--- config.mk ---
export PLATFORM = sky130hd
export DESIGN_NAME = rtcas_top
export DESIGN_NICKNAME = d
export VERILOG_FILES = /design/src/core/rtcas_pkg.sv /design/src/core/rtcas_top.sv
export SDC_FILE = /design/constraint.sdc
export NUM_CORES = 1
export LEC_CHECK = 0
export BUFFER_PORTS_ARGS = -buffer_cell sky130_fd_sc_hd__buf_2
export CORE_ASPECT_RATIO = 1.5
export CORE_MARGIN = 2
export CORE_UTILIZATION = 42
export CTS_CLUSTER_SIZE = 14
export DETAILED_ROUTE_END_ITERATION = 16
export SLEW_MARGIN = 25
export SYNTH_ARGS = -nofsm -noshare
export SYNTH_HDL_FRONTEND = slang
export SYNTH_SLANG_ARGS = --single-unit
--- constraint.sdc ---
create_clock -name sys_clk_i -period 3.5 [get_ports sys_clk_i]
set_input_delay 1.05 -clock sys_clk_i [delete_from_list [all_inputs] [get_ports sys_clk_i]]
set_output_delay 1.05 -clock sys_clk_i [all_outputs]
set_load 0.03 [all_outputs]
--- src/core/rtcas_pkg.sv ---
// constants shared by the timekeeping and supervisor core
package rtcas_pkg;
  localparam int CLK_HZ = 10_000_000;
  localparam int CYCLES_PER_US = CLK_HZ / 1_000_000;
  localparam logic [6:0] ADDR_SEC = 7'h00;
  localparam logic [6:0] ADDR_YEAR = 7'h06;
  localparam logic [6:0] ADDR_ALM_SEC = 7'h07;
  localparam logic [6:0] ADDR_ALM_DAY = 7'h0a;
  localparam logic [6:0] ADDR_CTRL = 7'h0b;
  localparam logic [6:0] ADDR_STAT = 7'h0c;
  localparam logic [6:0] ADDR_WDOG = 7'h0d;
  localparam logic [6:0] ADDR_ADC = 7'h0e;
  // writable bits of registers 00h-0Ah, 0Bh, 0Dh
  localparam logic [7:0] TK_MASK [0:6] = '{8'h7f, 8'h7f, 8'h7f, 8'h07, 8'h3f, 8'h1f, 8'hff};
  localparam logic [7:0] ALM_MASK [0:3] = '{8'hff, 8'hff, 8'hff, 8'h87};
  localparam logic [7:0] CTRL_MASK = 8'hf1;
  localparam logic [7:0] WDOG_MASK = 8'h03;
  localparam logic [7:0] TK_RESET [0:6] = '{8'h00, 8'h00, 8'h00, 8'h01, 8'h01, 8'h01, 8'h00};
  localparam logic [7:0] ALM_RESET = 8'h00;
  localparam logic [7:0] CTRL_RESET = 8'h00;
  localparam logic [1:0] WDOG_RESET = 2'h3;
  localparam int CTRL_OSC_STOP = 7;
  localparam int CTRL_WP = 6;
  localparam int CTRL_AIS_HI = 5;
  localparam int CTRL_AIS_LO = 4;
  localparam int CTRL_AIE = 0;
  localparam int HR_MODE12 = 6;
  localparam int HR_PM = 5;
  localparam int ALM_MASK_BIT = 7;
  localparam int RESET_HOLD_MS = 250;
  localparam int WDOG_MS_1 = 250;
  localparam int WDOG_MS_2 = 500;
  localparam int WDOG_MS_3 = 1000;
  localparam int CU_WINDOW_US = 488;
  localparam int CU_QUIET_US = 244;
  // synchroniser slots and their reset levels
  localparam int SY_OSC = 0;
  localparam int SY_VCC_OK = 1;
  localparam int SY_BATT = 2;
  localparam int SY_PF_LOW = 3;
  localparam int SY_BAT_LOW = 4;
  localparam int SY_STROBE_N = 5;
  localparam int SY_RST_PIN = 6;
  localparam int SY_SRAM_N = 7;
  localparam logic [7:0] SYNC_RESET = 8'he0;
  typedef enum logic [2:0] {SV_POWERUP, SV_RUN, SV_DEBOUNCE, SV_WAIT_RELEASE, SV_HOLD} rtcas_sv_t;
endpackage

--- src/core/rtcas_top.sv ---
// clock, calendar, alarm, control registers and processor supervisor
`timescale 1ns/100ps
`default_nettype none
module rtcas_top #(
  parameter int OSC_PER_SEC = 32768,
  parameter int US_PER_MS = 1000,
  parameter int CONV_PERIOD_US = 10000,
  parameter int OSC_STARTUP_MS = 1000
) (
  input wire logic sys_clk_i,
  input wire logic rst_n_i,
  input wire logic [6:0] reg_addr_i,
  input wire logic reg_wr_i,
  input wire logic reg_rd_i,
  input wire logic [7:0] reg_wdata_i,
  output logic [7:0] reg_rdata_o,
  input wire logic osc_32k_i,
  input wire logic vcc_ok_i,
  input wire logic battery_mode_i,
  input wire logic powerfail_sense_low_i,
  input wire logic battery_low_i,
  input wire logic watchdog_strobe_n_i,
  input wire logic rst_pin_i,
  output logic rst_pin_o,
  output logic rst_pin_oe_n_o,
  input wire logic sram_enable_in_n_i,
  output logic sram_enable_out_n_o,
  output logic powerfail_warn_out_n_o,
  output logic irq_o,
  output logic analog_select_hi_o,
  output logic analog_select_lo_o,
  input wire logic [7:0] adc_result_i,
  output logic adc_update_o
);
  logic [7:0] meta;
  logic [7:0] syn;
  logic [7:0] syn_d;
  wire [7:0] pin_raw = {sram_enable_in_n_i, rst_pin_i, watchdog_strobe_n_i, battery_low_i,
                        powerfail_sense_low_i, battery_mode_i, vcc_ok_i, osc_32k_i};
  genvar gi;
  generate
    for (gi = 0; gi < 8; gi++) begin : g_sync
      always_ff @(posedge sys_clk_i or negedge rst_n_i) begin
        if (!rst_n_i) begin
          meta[gi] <= rtcas_pkg::SYNC_RESET[gi];
          syn[gi] <= rtcas_pkg::SYNC_RESET[gi];
          syn_d[gi] <= rtcas_pkg::SYNC_RESET[gi];
        end else begin
          meta[gi] <= pin_raw[gi];
          syn[gi] <= meta[gi];
          syn_d[gi] <= syn[gi];
        end
      end
    end
  endgenerate
  wire vcc_ok = syn[rtcas_pkg::SY_VCC_OK];
  wire on_battery = syn[rtcas_pkg::SY_BATT];
  wire osc_rise = syn[rtcas_pkg::SY_OSC] & ~syn_d[rtcas_pkg::SY_OSC];
  wire strobe_fall = ~syn[rtcas_pkg::SY_STROBE_N] & syn_d[rtcas_pkg::SY_STROBE_N];
  wire pin_fall = ~syn[rtcas_pkg::SY_RST_PIN] & syn_d[rtcas_pkg::SY_RST_PIN];
  wire pin_rise = syn[rtcas_pkg::SY_RST_PIN] & ~syn_d[rtcas_pkg::SY_RST_PIN];

  // registers
  logic [7:0] tk [0:6];
  logic [7:0] alm [0:3];
  logic [7:0] ctrl;
  logic [1:0] wdog_td;
  logic [7:0] adc_reg;
  logic alarm_flag;
  wire osc_stop_bit = ctrl[rtcas_pkg::CTRL_OSC_STOP];
  wire wp = ctrl[rtcas_pkg::CTRL_WP];
  wire [1:0] ais = {ctrl[rtcas_pkg::CTRL_AIS_HI], ctrl[rtcas_pkg::CTRL_AIS_LO]};
  wire alarm_irq_enable = ctrl[rtcas_pkg::CTRL_AIE];

  // only control stays writable under protection, else the lock could never be lifted
  wire wr_ok = reg_wr_i & (~wp | (reg_addr_i == rtcas_pkg::ADDR_CTRL));
  wire alm_access = (reg_wr_i | reg_rd_i) & (reg_addr_i >= rtcas_pkg::ADDR_ALM_SEC)
                    & (reg_addr_i <= rtcas_pkg::ADDR_ALM_DAY);

  // time bases
  logic [15:0] osc_div;
  logic [3:0] us_div;
  logic [9:0] ms_div;
  wire us_tick = (us_div == 4'(rtcas_pkg::CYCLES_PER_US - 1));
  wire ms_tick = us_tick & (ms_div == 10'(US_PER_MS - 1));
  wire osc_wrap = osc_rise & (osc_div == 16'(OSC_PER_SEC - 1));
  wire sec_tick = osc_wrap & ~osc_stop_bit;
  logic sec_tick_d;
  always_ff @(posedge sys_clk_i or negedge rst_n_i) begin
    if (!rst_n_i) begin
      osc_div <= '0;
      us_div <= '0;
      ms_div <= '0;
      sec_tick_d <= 1'b0;
    end else begin
      osc_div <= osc_wrap ? '0 : (osc_rise ? osc_div + 16'd1 : osc_div);
      us_div <= us_tick ? '0 : us_div + 4'd1;
      ms_div <= ms_tick ? '0 : (us_tick ? ms_div + 10'd1 : ms_div);
      sec_tick_d <= sec_tick;
    end
  end

  // BCD increment and month-length helpers
  function automatic logic [7:0] bcd_inc(input logic [7:0] v);
    bcd_inc = (v[3:0] == 4'h9) ? {v[7:4] + 4'h1, 4'h0} : {v[7:4], v[3:0] + 4'h1};
  endfunction
  function automatic logic [7:0] month_last(input logic [7:0] mo, input logic [7:0] yr);
    logic leap;
    leap = yr[4] ? (yr[3:0] == 4'h2 || yr[3:0] == 4'h6)
                 : (yr[3:0] == 4'h0 || yr[3:0] == 4'h4 || yr[3:0] == 4'h8);
    case (mo)
      8'h02: month_last = leap ? 8'h29 : 8'h28;
      8'h04, 8'h06, 8'h09, 8'h11: month_last = 8'h30;
      default: month_last = 8'h31;
    endcase
  endfunction

  logic [7:0] next_tk [0:6];
  wire [7:0] hr = tk[2];
  wire mode12 = hr[rtcas_pkg::HR_MODE12];
  wire sec_wrap = (tk[0] == 8'h59);
  wire min_wrap = sec_wrap & (tk[1] == 8'h59);
  wire day_wrap = min_wrap & (mode12 ? (hr[5] & hr[4:0] == 5'h11) : (hr[5:0] == 6'h23));
  wire date_wrap = day_wrap & (tk[4] == month_last(tk[5], tk[6]));
  wire month_wrap = date_wrap & (tk[5] == 8'h12);
  always_comb begin
    next_tk[0] = sec_wrap ? 8'h00 : bcd_inc(tk[0]);
    next_tk[1] = !sec_wrap ? tk[1] : (min_wrap ? 8'h00 : bcd_inc(tk[1]));
    next_tk[2] = hr;
    if (min_wrap) begin
      if (mode12) begin
        // bit 5 flips going 11 -> 12
        if (hr[4:0] == 5'h12) begin
          next_tk[2] = {hr[7:5], 5'h01};
        end else if (hr[4:0] == 5'h11) begin
          next_tk[2] = {hr[7:6], ~hr[5], 5'h12};
        end else begin
          next_tk[2] = {hr[7:5], 5'(bcd_inc({3'b000, hr[4:0]}))};
        end
      end else begin
        next_tk[2] = (hr[5:0] == 6'h23) ? {hr[7:6], 6'h00}
                     : {hr[7:6], 6'(bcd_inc({2'b00, hr[5:0]}))};
      end
    end
    next_tk[3] = !day_wrap ? tk[3] : ((tk[3] == 8'h07) ? 8'h01 : bcd_inc(tk[3]));
    next_tk[4] = !day_wrap ? tk[4] : (date_wrap ? 8'h01 : bcd_inc(tk[4]));
    next_tk[5] = !date_wrap ? tk[5] : (month_wrap ? 8'h01 : bcd_inc(tk[5]));
    next_tk[6] = !month_wrap ? tk[6] : ((tk[6] == 8'h99) ? 8'h00 : bcd_inc(tk[6]));
  end

  generate
    for (gi = 0; gi < 7; gi++) begin : g_tk
      always_ff @(posedge sys_clk_i or negedge rst_n_i) begin
        if (!rst_n_i) begin
          tk[gi] <= rtcas_pkg::TK_RESET[gi];
        end else if (wr_ok && reg_addr_i == 7'(gi)) begin
          tk[gi] <= reg_wdata_i & rtcas_pkg::TK_MASK[gi];
        end else if (sec_tick) begin
          tk[gi] <= next_tk[gi];
        end
      end
    end
    for (gi = 0; gi < 4; gi++) begin : g_alm
      always_ff @(posedge sys_clk_i or negedge rst_n_i) begin
        if (!rst_n_i) begin
          alm[gi] <= rtcas_pkg::ALM_RESET;
        end else if (wr_ok && reg_addr_i == 7'(gi + 7)) begin
          alm[gi] <= reg_wdata_i & rtcas_pkg::ALM_MASK[gi];
        end
      end
    end
  endgenerate

  // each field matches when masked or equal to its time register
  logic [3:0] fld_hit;
  generate
    for (gi = 0; gi < 4; gi++) begin : g_hit
      assign fld_hit[gi] = alm[gi][rtcas_pkg::ALM_MASK_BIT]
                           | (alm[gi][6:0] == tk[gi][6:0]);
    end
  endgenerate
  // compared the cycle after the counters advance
  wire alarm_set = sec_tick_d & (&fld_hit);

  always_ff @(posedge sys_clk_i or negedge rst_n_i) begin
    if (!rst_n_i) begin
      ctrl <= rtcas_pkg::CTRL_RESET;
      wdog_td <= rtcas_pkg::WDOG_RESET;
      alarm_flag <= 1'b0;
    end else begin
      if (wr_ok && reg_addr_i == rtcas_pkg::ADDR_CTRL) begin
        ctrl <= reg_wdata_i & rtcas_pkg::CTRL_MASK;
      end
      if (wr_ok && reg_addr_i == rtcas_pkg::ADDR_WDOG) begin
        wdog_td <= reg_wdata_i[1:0];
      end
      // a match in the clearing cycle still sets the flag
      alarm_flag <= alarm_set | (alarm_flag & ~alm_access);
    end
  end

  // conversion schedule: update each period, first one within the window
  logic [15:0] conv_us;
  logic [1:0] ais_d;
  wire conv_on = (ais != 2'b00);
  wire conv_due = us_tick & conv_on & (conv_us == 16'(CONV_PERIOD_US - 1));
  wire conversion_pending = conv_on
                            & (conv_us >= 16'(CONV_PERIOD_US - rtcas_pkg::CU_WINDOW_US));
  always_ff @(posedge sys_clk_i or negedge rst_n_i) begin
    if (!rst_n_i) begin
      conv_us <= '0;
      ais_d <= 2'b00;
      adc_reg <= 8'h00;
      adc_update_o <= 1'b0;
    end else begin
      ais_d <= ais;
      adc_update_o <= conv_due;
      if (!conv_on) begin
        conv_us <= '0;
      end else if (ais_d == 2'b00) begin
        conv_us <= 16'(CONV_PERIOD_US - rtcas_pkg::CU_WINDOW_US);
      end else if (us_tick) begin
        conv_us <= conv_due ? '0 : conv_us + 16'd1;
      end
      if (conv_due) begin
        adc_reg <= adc_result_i;
      end
    end
  end

  // supervisor
  rtcas_pkg::rtcas_sv_t sv_state, next_sv_state;
  logic [11:0] hold_ms;
  logic [9:0] wdog_ms;
  logic osc_stopped_backup;
  logic drive_rst;
  wire [11:0] pu_target = 12'(rtcas_pkg::RESET_HOLD_MS)
                          + (osc_stopped_backup ? 12'(OSC_STARTUP_MS) : 12'd0);
  wire hold_done = ms_tick & (hold_ms >= 12'(rtcas_pkg::RESET_HOLD_MS - 1));
  wire pu_done = ms_tick & (hold_ms >= pu_target - 12'd1);
  logic [9:0] wdog_limit;
  always_comb begin
    case (wdog_td)
      2'b01: wdog_limit = 10'(rtcas_pkg::WDOG_MS_1);
      2'b10: wdog_limit = 10'(rtcas_pkg::WDOG_MS_2);
      2'b11: wdog_limit = 10'(rtcas_pkg::WDOG_MS_3);
      default: wdog_limit = 10'd0;
    endcase
  end
  wire wdog_timeout = (wdog_td != 2'b00) & ms_tick & (wdog_ms >= wdog_limit - 10'd1);

  always_comb begin
    next_sv_state = sv_state;
    case (sv_state)
      rtcas_pkg::SV_POWERUP: if (pu_done) next_sv_state = rtcas_pkg::SV_RUN;
      rtcas_pkg::SV_RUN: begin
        if (pin_fall) begin
          next_sv_state = rtcas_pkg::SV_DEBOUNCE;
        end else if (wdog_timeout) begin
          next_sv_state = rtcas_pkg::SV_HOLD;
        end
      end
      rtcas_pkg::SV_DEBOUNCE: if (hold_done) next_sv_state = rtcas_pkg::SV_WAIT_RELEASE;
      rtcas_pkg::SV_WAIT_RELEASE: if (pin_rise) next_sv_state = rtcas_pkg::SV_HOLD;
      rtcas_pkg::SV_HOLD: if (hold_done) next_sv_state = rtcas_pkg::SV_RUN;
      default: next_sv_state = rtcas_pkg::SV_POWERUP;
    endcase
    if (!vcc_ok) begin
      next_sv_state = rtcas_pkg::SV_POWERUP;
    end
  end

  always_ff @(posedge sys_clk_i or negedge rst_n_i) begin
    if (!rst_n_i) begin
      sv_state <= rtcas_pkg::SV_POWERUP;
      hold_ms <= '0;
      wdog_ms <= '0;
      osc_stopped_backup <= 1'b0;
      drive_rst <= 1'b1;
    end else begin
      sv_state <= next_sv_state;
      hold_ms <= (next_sv_state != sv_state || !vcc_ok) ? '0
                 : (ms_tick ? hold_ms + 12'd1 : hold_ms);
      // restarts whenever reset is active or the strobe falls
      wdog_ms <= (sv_state != rtcas_pkg::SV_RUN || strobe_fall || wdog_timeout) ? '0
                 : (ms_tick ? wdog_ms + 10'd1 : wdog_ms);
      if (on_battery && osc_stop_bit) begin
        osc_stopped_backup <= 1'b1;
      end else if (sv_state == rtcas_pkg::SV_POWERUP && pu_done) begin
        osc_stopped_backup <= 1'b0;
      end
      drive_rst <= !vcc_ok || next_sv_state == rtcas_pkg::SV_POWERUP
                   || next_sv_state == rtcas_pkg::SV_DEBOUNCE
                   || next_sv_state == rtcas_pkg::SV_HOLD;
    end
  end

  // pins and read port
  logic [7:0] next_rdata;
  always_comb begin
    next_rdata = 8'h00;
    if (reg_addr_i <= rtcas_pkg::ADDR_YEAR) begin
      next_rdata = tk[reg_addr_i[2:0]];
    end else if (reg_addr_i <= rtcas_pkg::ADDR_ALM_DAY) begin
      next_rdata = alm[2'(reg_addr_i - rtcas_pkg::ADDR_ALM_SEC)];
    end else if (reg_addr_i == rtcas_pkg::ADDR_CTRL) begin
      next_rdata = ctrl;
    end else if (reg_addr_i == rtcas_pkg::ADDR_STAT) begin
      next_rdata = {conversion_pending, syn[rtcas_pkg::SY_BAT_LOW], 5'b00000, alarm_flag};
    end else if (reg_addr_i == rtcas_pkg::ADDR_WDOG) begin
      next_rdata = {6'b000000, wdog_td};
    end else if (reg_addr_i == rtcas_pkg::ADDR_ADC) begin
      next_rdata = adc_reg;
    end
  end

  always_ff @(posedge sys_clk_i or negedge rst_n_i) begin
    if (!rst_n_i) begin
      reg_rdata_o <= 8'h00;
      sram_enable_out_n_o <= 1'b1;
      powerfail_warn_out_n_o <= 1'b0;
      irq_o <= 1'b0;
      analog_select_hi_o <= 1'b0;
      analog_select_lo_o <= 1'b0;
    end else begin
      if (reg_rd_i) begin
        reg_rdata_o <= next_rdata;
      end
      sram_enable_out_n_o <= (!vcc_ok || sv_state == rtcas_pkg::SV_POWERUP)
                             | syn[rtcas_pkg::SY_SRAM_N];
      powerfail_warn_out_n_o <= ~on_battery & ~syn[rtcas_pkg::SY_PF_LOW];
      irq_o <= alarm_flag & alarm_irq_enable;
      analog_select_hi_o <= ais[1];
      analog_select_lo_o <= ais[0];
    end
  end
  assign rst_pin_o = 1'b0;
  assign rst_pin_oe_n_o = ~drive_rst;
endmodule
`default_nettype wire

* Word-level counts from Yosys, hierarchy flattened
Index checks and enable logic that the tools add are counted.
** Word-level totals
- Flip-flop bits (word level) :: 209
- Bits in latches :: 0
- Bits in writable memories :: 0
- Memory bits (read-only) :: 0
- Bits of input ports :: 35
- Output and inout port bits :: 16
- Logic and storage cells :: 357
- Memories kept :: 0
** Cells by class
- Add/sub/neg operators :: 25
- Multipliers :: 0
- Divide/modulo/power cells :: 0
- Order comparisons :: 9
- Equal/unequal tests :: 62
- Shift operators :: 0
- Mux-type cells :: 79
- Bitwise gates (word level) :: 47
- Reduce and logical (&&, ||, !) cells :: 74
** Operators by type and width (number)
- two-way mux 8 bit :: 43
- two-way mux 16 bit :: 6
- adder 4 x 1 -> 4 bit, second input constant :: 14
- two-way mux 10 bit :: 5
- == test 7 x 4 -> 1 bit, second input constant :: 7
- nonzero test 2 bit :: 20
- == test 4 bit, second input constant :: 9
- adder 16 x 1 -> 16 bit, second input constant :: 2
- one-hot mux 10 bit (3 select lines) :: 1
- == test 7 x 3 -> 1 bit, second input constant :: 4
- bitwise AND 1 bit :: 26
- binary-select mux 8 bit (select 3 bit) :: 1
- == test 8 x 3 -> 1 bit, second input constant :: 3
- two-way mux 12 bit :: 2
- two-way mux 6 bit :: 4
- == test 7 bit :: 3
- two-way mux 3 bit :: 7
- adder 10 x 1 -> 10 bit, second input constant :: 2
- nonzero test 3 bit :: 6
- binary-select mux 8 bit (select 2 bit) :: 1
- == test 16 x 14 -> 1 bit, second input constant :: 1
- == test 16 x 15 -> 1 bit, second input constant :: 1
- == test 8 x 5 -> 1 bit, second input constant :: 2
- == test 8 x 7 -> 1 bit, second input constant :: 2
- 59 further kinds :: 124

* Longest topological paths before layout
- Depth after elaboration :: 13
- Mapped depth :: 12
- Gate-level depth less buffers :: 11

* Least setup slack after synthesis
No wires, ideal clock.
- Kind :: input to register
- Start point :: input reg_addr_i[0]
- End point :: register reg_rdata_o[7]
- Setup time :: 0.140 ns
- Arrival :: 3.068 ns
- Required time :: 3.360 ns
- Path slack :: 0.293 ns
- Stages on the path :: 7
- Buffers on the path :: 2
- Cell sequence :: clkbuf_1 -> inv_1 -> ha_1 -> buf_1 -> mux4_2 -> o311ai_0 -> o22ai_1
** On the way
- Word-level cells in the longest chain between the ends :: 7
- Elaborated cells on any way between the ends :: 21
- Classes of those cells :: add/sub (1); order compare (2); eq/ne (4); mux (12); bitwise (2)
** Ends and longest elaborated chain
- start, declared :: RTL line rtcas_top.sv:12 : input wire logic [6:0] reg_addr_i,
- subtractor 2 bit or == test 7 x 4 -> 1 bit (tied branches) :: RTL line rtcas_top.sv:305, rtcas_top.sv:312
- NOT 2 -> 3 bit (not written as such) or two-way mux 8 bit (tied branches) :: RTL line rtcas_top.sv:305, rtcas_top.sv:312
- binary-select mux 8 bit (select 2 bit) or two-way mux 8 bit (tied branches) :: RTL line rtcas_top.sv:305, rtcas_top.sv:310
- two-way mux 8 bit, on equally long branches :: RTL line rtcas_top.sv:305, rtcas_top.sv:308
- two-way mux 8 bit, on equally long branches :: RTL line rtcas_top.sv:305, rtcas_top.sv:306
- two-way mux 8 bit :: RTL line rtcas_top.sv:304 : end else if (reg_addr_i <= rtcas_pkg::ADDR_ALM_DAY) begin
- two-way mux 8 bit * :: RTL line rtcas_top.sv:302 : if (reg_addr_i <= rtcas_pkg::ADDR_YEAR) begin
- end signal, assigned :: RTL line rtcas_top.sv:327 : reg_rdata_o <= next_rdata;
- end, declared :: RTL line rtcas_top.sv:16 : output logic [7:0] reg_rdata_o,
Mark *: on every way between the ends. The rest lies on a longest branch, timed or not. The select of a mux whose other input is x is not followed.
A chain may end at the register's enable or synchronous reset.

* Worst setup path in the final report
- Start point :: register tk[12] (netlist bit)
- End point :: register tk[6] (netlist bit)
** On the way
- Word-level cells in the longest chain between the ends :: 8
- Elaborated cells on any way between the ends :: 13
- Classes of those cells :: eq/ne (7); mux (1); bitwise (2); reduce/logical (3)
** Ends and longest elaborated chain
- start, declared :: RTL line rtcas_top.sv:64 : logic [7:0] tk [0:6];
- start signal, assigned by index :: RTL line rtcas_top.sv:155 : tk[gi] <= rtcas_pkg::TK_RESET[gi];
- start signal, assigned by index :: RTL line rtcas_top.sv:157 : tk[gi] <= reg_wdata_i & rtcas_pkg::TK_MASK[gi];
- start signal, assigned by index :: RTL line rtcas_top.sv:159 : tk[gi] <= next_tk[gi];
- == test 8 x 3 -> 1 bit, or another cell as far along :: RTL line rtcas_top.sv:111 : case (mo)
- OR reduction 4 bit :: RTL line rtcas_top.sv:111
- one-hot mux 5 bit (2 select lines) :: RTL line rtcas_top.sv:111
- == test 8 bit :: RTL line rtcas_top.sv:124 : wire date_wrap = day_wrap & (tk[4] == month_last(tk[5], tk[6]));
- bitwise AND 1 bit :: RTL line rtcas_top.sv:124
- bitwise AND 1 bit * :: RTL line rtcas_top.sv:125 : wire month_wrap = date_wrap & (tk[5] == 8'h12);
- nonzero test 2 bit (no line) *
- AND reduction 3 bit (no line) *
Mark *: on every way between the ends. The rest lies on a longest branch, timed or not.

==> flow_summary.json <==
{
  "drv_slew": 0,
  "cts_resized": 0,
  "syn_nets": 1326,
  "swShare_pct": 26.8,
  "drv_cap": 0,
  "maxSlewHeadroom_pct": 54.9,
  "ant_nets": 0,
  "place_inst": 1635,
  "cts_buffer_depth": 3,
  "grtUsageTotal_pct": 22.6,
  "fin_crit_sh_pct": 92.5,
  "p_int_uw": 4390,
  "syn2layout_area_growth_pct": 13.5,
  "drive_gt1_share_pct": 16.9,
  "antenna_found_initial": 0,
  "combinationalPowerShare_pct": 11.9,
  "clock_sinks": 206,
  "p_clk_share_pct": 42.0,
  "hold_class": "register to register",
  "initial_core_util_pct": 42.8,
  "port-buffer-count": 49,
  "end_kind": "register",
  "holdWs_ps": 347,
  "synth_common_cells": "dfrtp_1 (191), nor2_1 (122), nand2_1 (115)",
  "final_cell_count_no_fill": 1675,
  "layout.nets": 1394,
  "crit_type": "register to register",
  "netlist_area_mm2": 0.0120,
  "dpl.hpwl_um": 24300,
  "cp_data_arrival_time_ps": 3680,
  "yosysSeqAreaShare_pct": 43.1,
  "max-vdd-ir-drop_uv": 299,
  "synthTopCellsByArea": "dfrtp_1 (40%), ha_1 (4.8%), mux2_2 (4.4%)",
  "cts_made_buffers": 22,
  "tightest_slew_ps": 674,
  "dieArea_mm2": 0.0300,
  "start_kind": "register",
  "syn-instance-count": 1245,
  "synth_edf_count": 0,
  "fin_crit_ps": 3240,
  "via_per_inst": 5.87,
  "drt_iter0_markers": 556,
  "power_density_mw_per_mm2": 440,
  "cts_hold_buf": 0,
  "cts.clk_slew.worst_paths_ps": 70,
  "critical_path.max_fanout": 6,
  "cts-root-buf": "clkbuf_16",
  "clock_latency_ps": 530,
  "hold_violations": 0,
  "grt_pass1_vias": 9863,
  "ios": 51,
  "grt_pass1_wl_um": 53100,
  "critPathRequiredTime_ps": 3940,
  "routedWlPerCell_um": 19.8,
  "cts_tree": "built",
  "synth_top_area_share_pct": 39.8,
  "ys.flop_type": "dfrtp_1",
  "synth_top_cell_by_area": "dfrtp_1",
  "drc": 0,
  "yosysMostFrequentCell": "dfrtp_1",
  "cts_setup_buffers": 0,
  "reg.largest.list": "tk (48), alm (28)",
  "pwr-share-seq_pct": 46.0,
  "leakage_uw": 0.00600,
  "rsz0062_at_grt": "no",
  "grt_remaining_overflow": 0,
  "dieWidth_um": 142,
  "place_congestion": 0.947,
  "dr.pass1.iters": 5,
  "fin_skew_ps": 19.7,
  "setup_viol": 0,
  "synth-warning-count": 0,
  "grt_max_degree": 66,
  "finalSetupTns_ps": 0,
  "largest_reg_flops": 48,
  "syn_area_per_cell_um2": 9.64,
  "max_freq_mhz": 309,
  "top_register": "tk",
  "num_antenna_cells": 0,
  "die_h_um": 211,
  "finalWirelength_um": 33200,
  "async_reset_ff_share_pct": 100,
  "cts.htree.levels": 1,
  "synth_seq_cells": 206,
  "final_util_pct": 48.6,
  "num_rows": 75,
  "core_mm2": 0.0281,
  "power.switching_uw": 1600,
  "vias": 9828,
  "status": "finished clean",
  "synthDistinctLibCells": 87
}
==> power groups by stage <==
stage               combinational, µW  sequential [µW]  clock (µW)
global route                      803             2780        2670
floorplan                         485             2730           0
detailed placement                712             2800           0
global placement                  693             2800           0
finish                            714             2760        2520
CTS                               717             2760        2580
==> cell type report <==
type	count	area, µm²
Timing Repair Buffer	94	631
Inverter	42	158
Fill cell	2636	14400
Tap cell	346	433
Clock buffer	35	671
Sequential cell	206	5170
Clock inverter	5	100
Multi-Input combinational cell	947	6460
==> layer usage <==
metal	part of all wire [%]	routed length (µm)	global-route usage, %	vias up
met5	0	0	0	-
met3	4.2	1400	2.36	88
li1	-	-	-	4662
met2	52	17200	40.9	268
met4	5.4	1810	11.5	0
met1	39	12800	26.2	4810
==> placed cells by master (no fill, tap or decap), types with 28 or more instances in the layout <==
cell     Yosys  layout
mux2_2      47      47
a21oi_1     52      52
o21ai_0     81      81
xnor2_1     39      39
nor2_1     122     122
buf_2        6      48
nand2_1    115     115
nand4_1     28      28
dfrtp_1    191     191
nand3_1     62      62
buf_4        2      42
inv_1       42      42
xor2_1      39      39
ha_1        46      46
==> path summary, 6_finish.rpt <==
kind,start,end,slack [ps],cells past startpoint
max in group asynchronous,rst_n_i,tk[16]$_DFFE_PN1P_,2230,2
setup / recovery,tk[12]$_DFFE_PN0P_,tk[6]$_DFFE_PN0P_,260,9
min in group asynchronous,rst_n_i,hold_ms[9]$_DFFE_PN0P_,470,1
hold reg to reg,meta[4]$_DFF_PN0_,syn[4]$_DFF_PN0_,350,0
hold / removal,meta[4]$_DFF_PN0_,syn[4]$_DFF_PN0_,350,0
setup reg to reg,tk[12]$_DFFE_PN0P_,tk[6]$_DFFE_PN0P_,260,9
==> critical path, stage by stage (launching register included) <==
cell,delay (ps)
dfrtp_1,450
inv_1,110
ha_1,200
nor3b_1,330
o2111ai_1,240
a31oi_2,390
o2111ai_4,200
or4_1,690
a211o_1,360
o211ai_1,190
==> stage by stage <==
step                      setup WS [ps]  area, µm²  total power, µW
final                               264      13600             5990
after global routing               59.4      13600             6250
after CTS                           282      13600             6060
after detailed placement            320      12800             3510
after global placement              357      12800             3490
after floorplan                     293      12000             3210
==> cell families after synthesis <==
kind of cell | after synthesis | share of synthesized area [%]
DFF | 206 | 43.1
AOI/OAI and AO/OA | 255 | 14.0
xor gates and xnor gates | 78 | 5.69
adders and majority gates | 46 | 4.80
other | 1 | 0.0312
buffers and inverters | 92 | 3.26
muxes | 80 | 8.35
and+or+nand+nor | 487 | 20.7
Power figures use the tool's default switching activity.
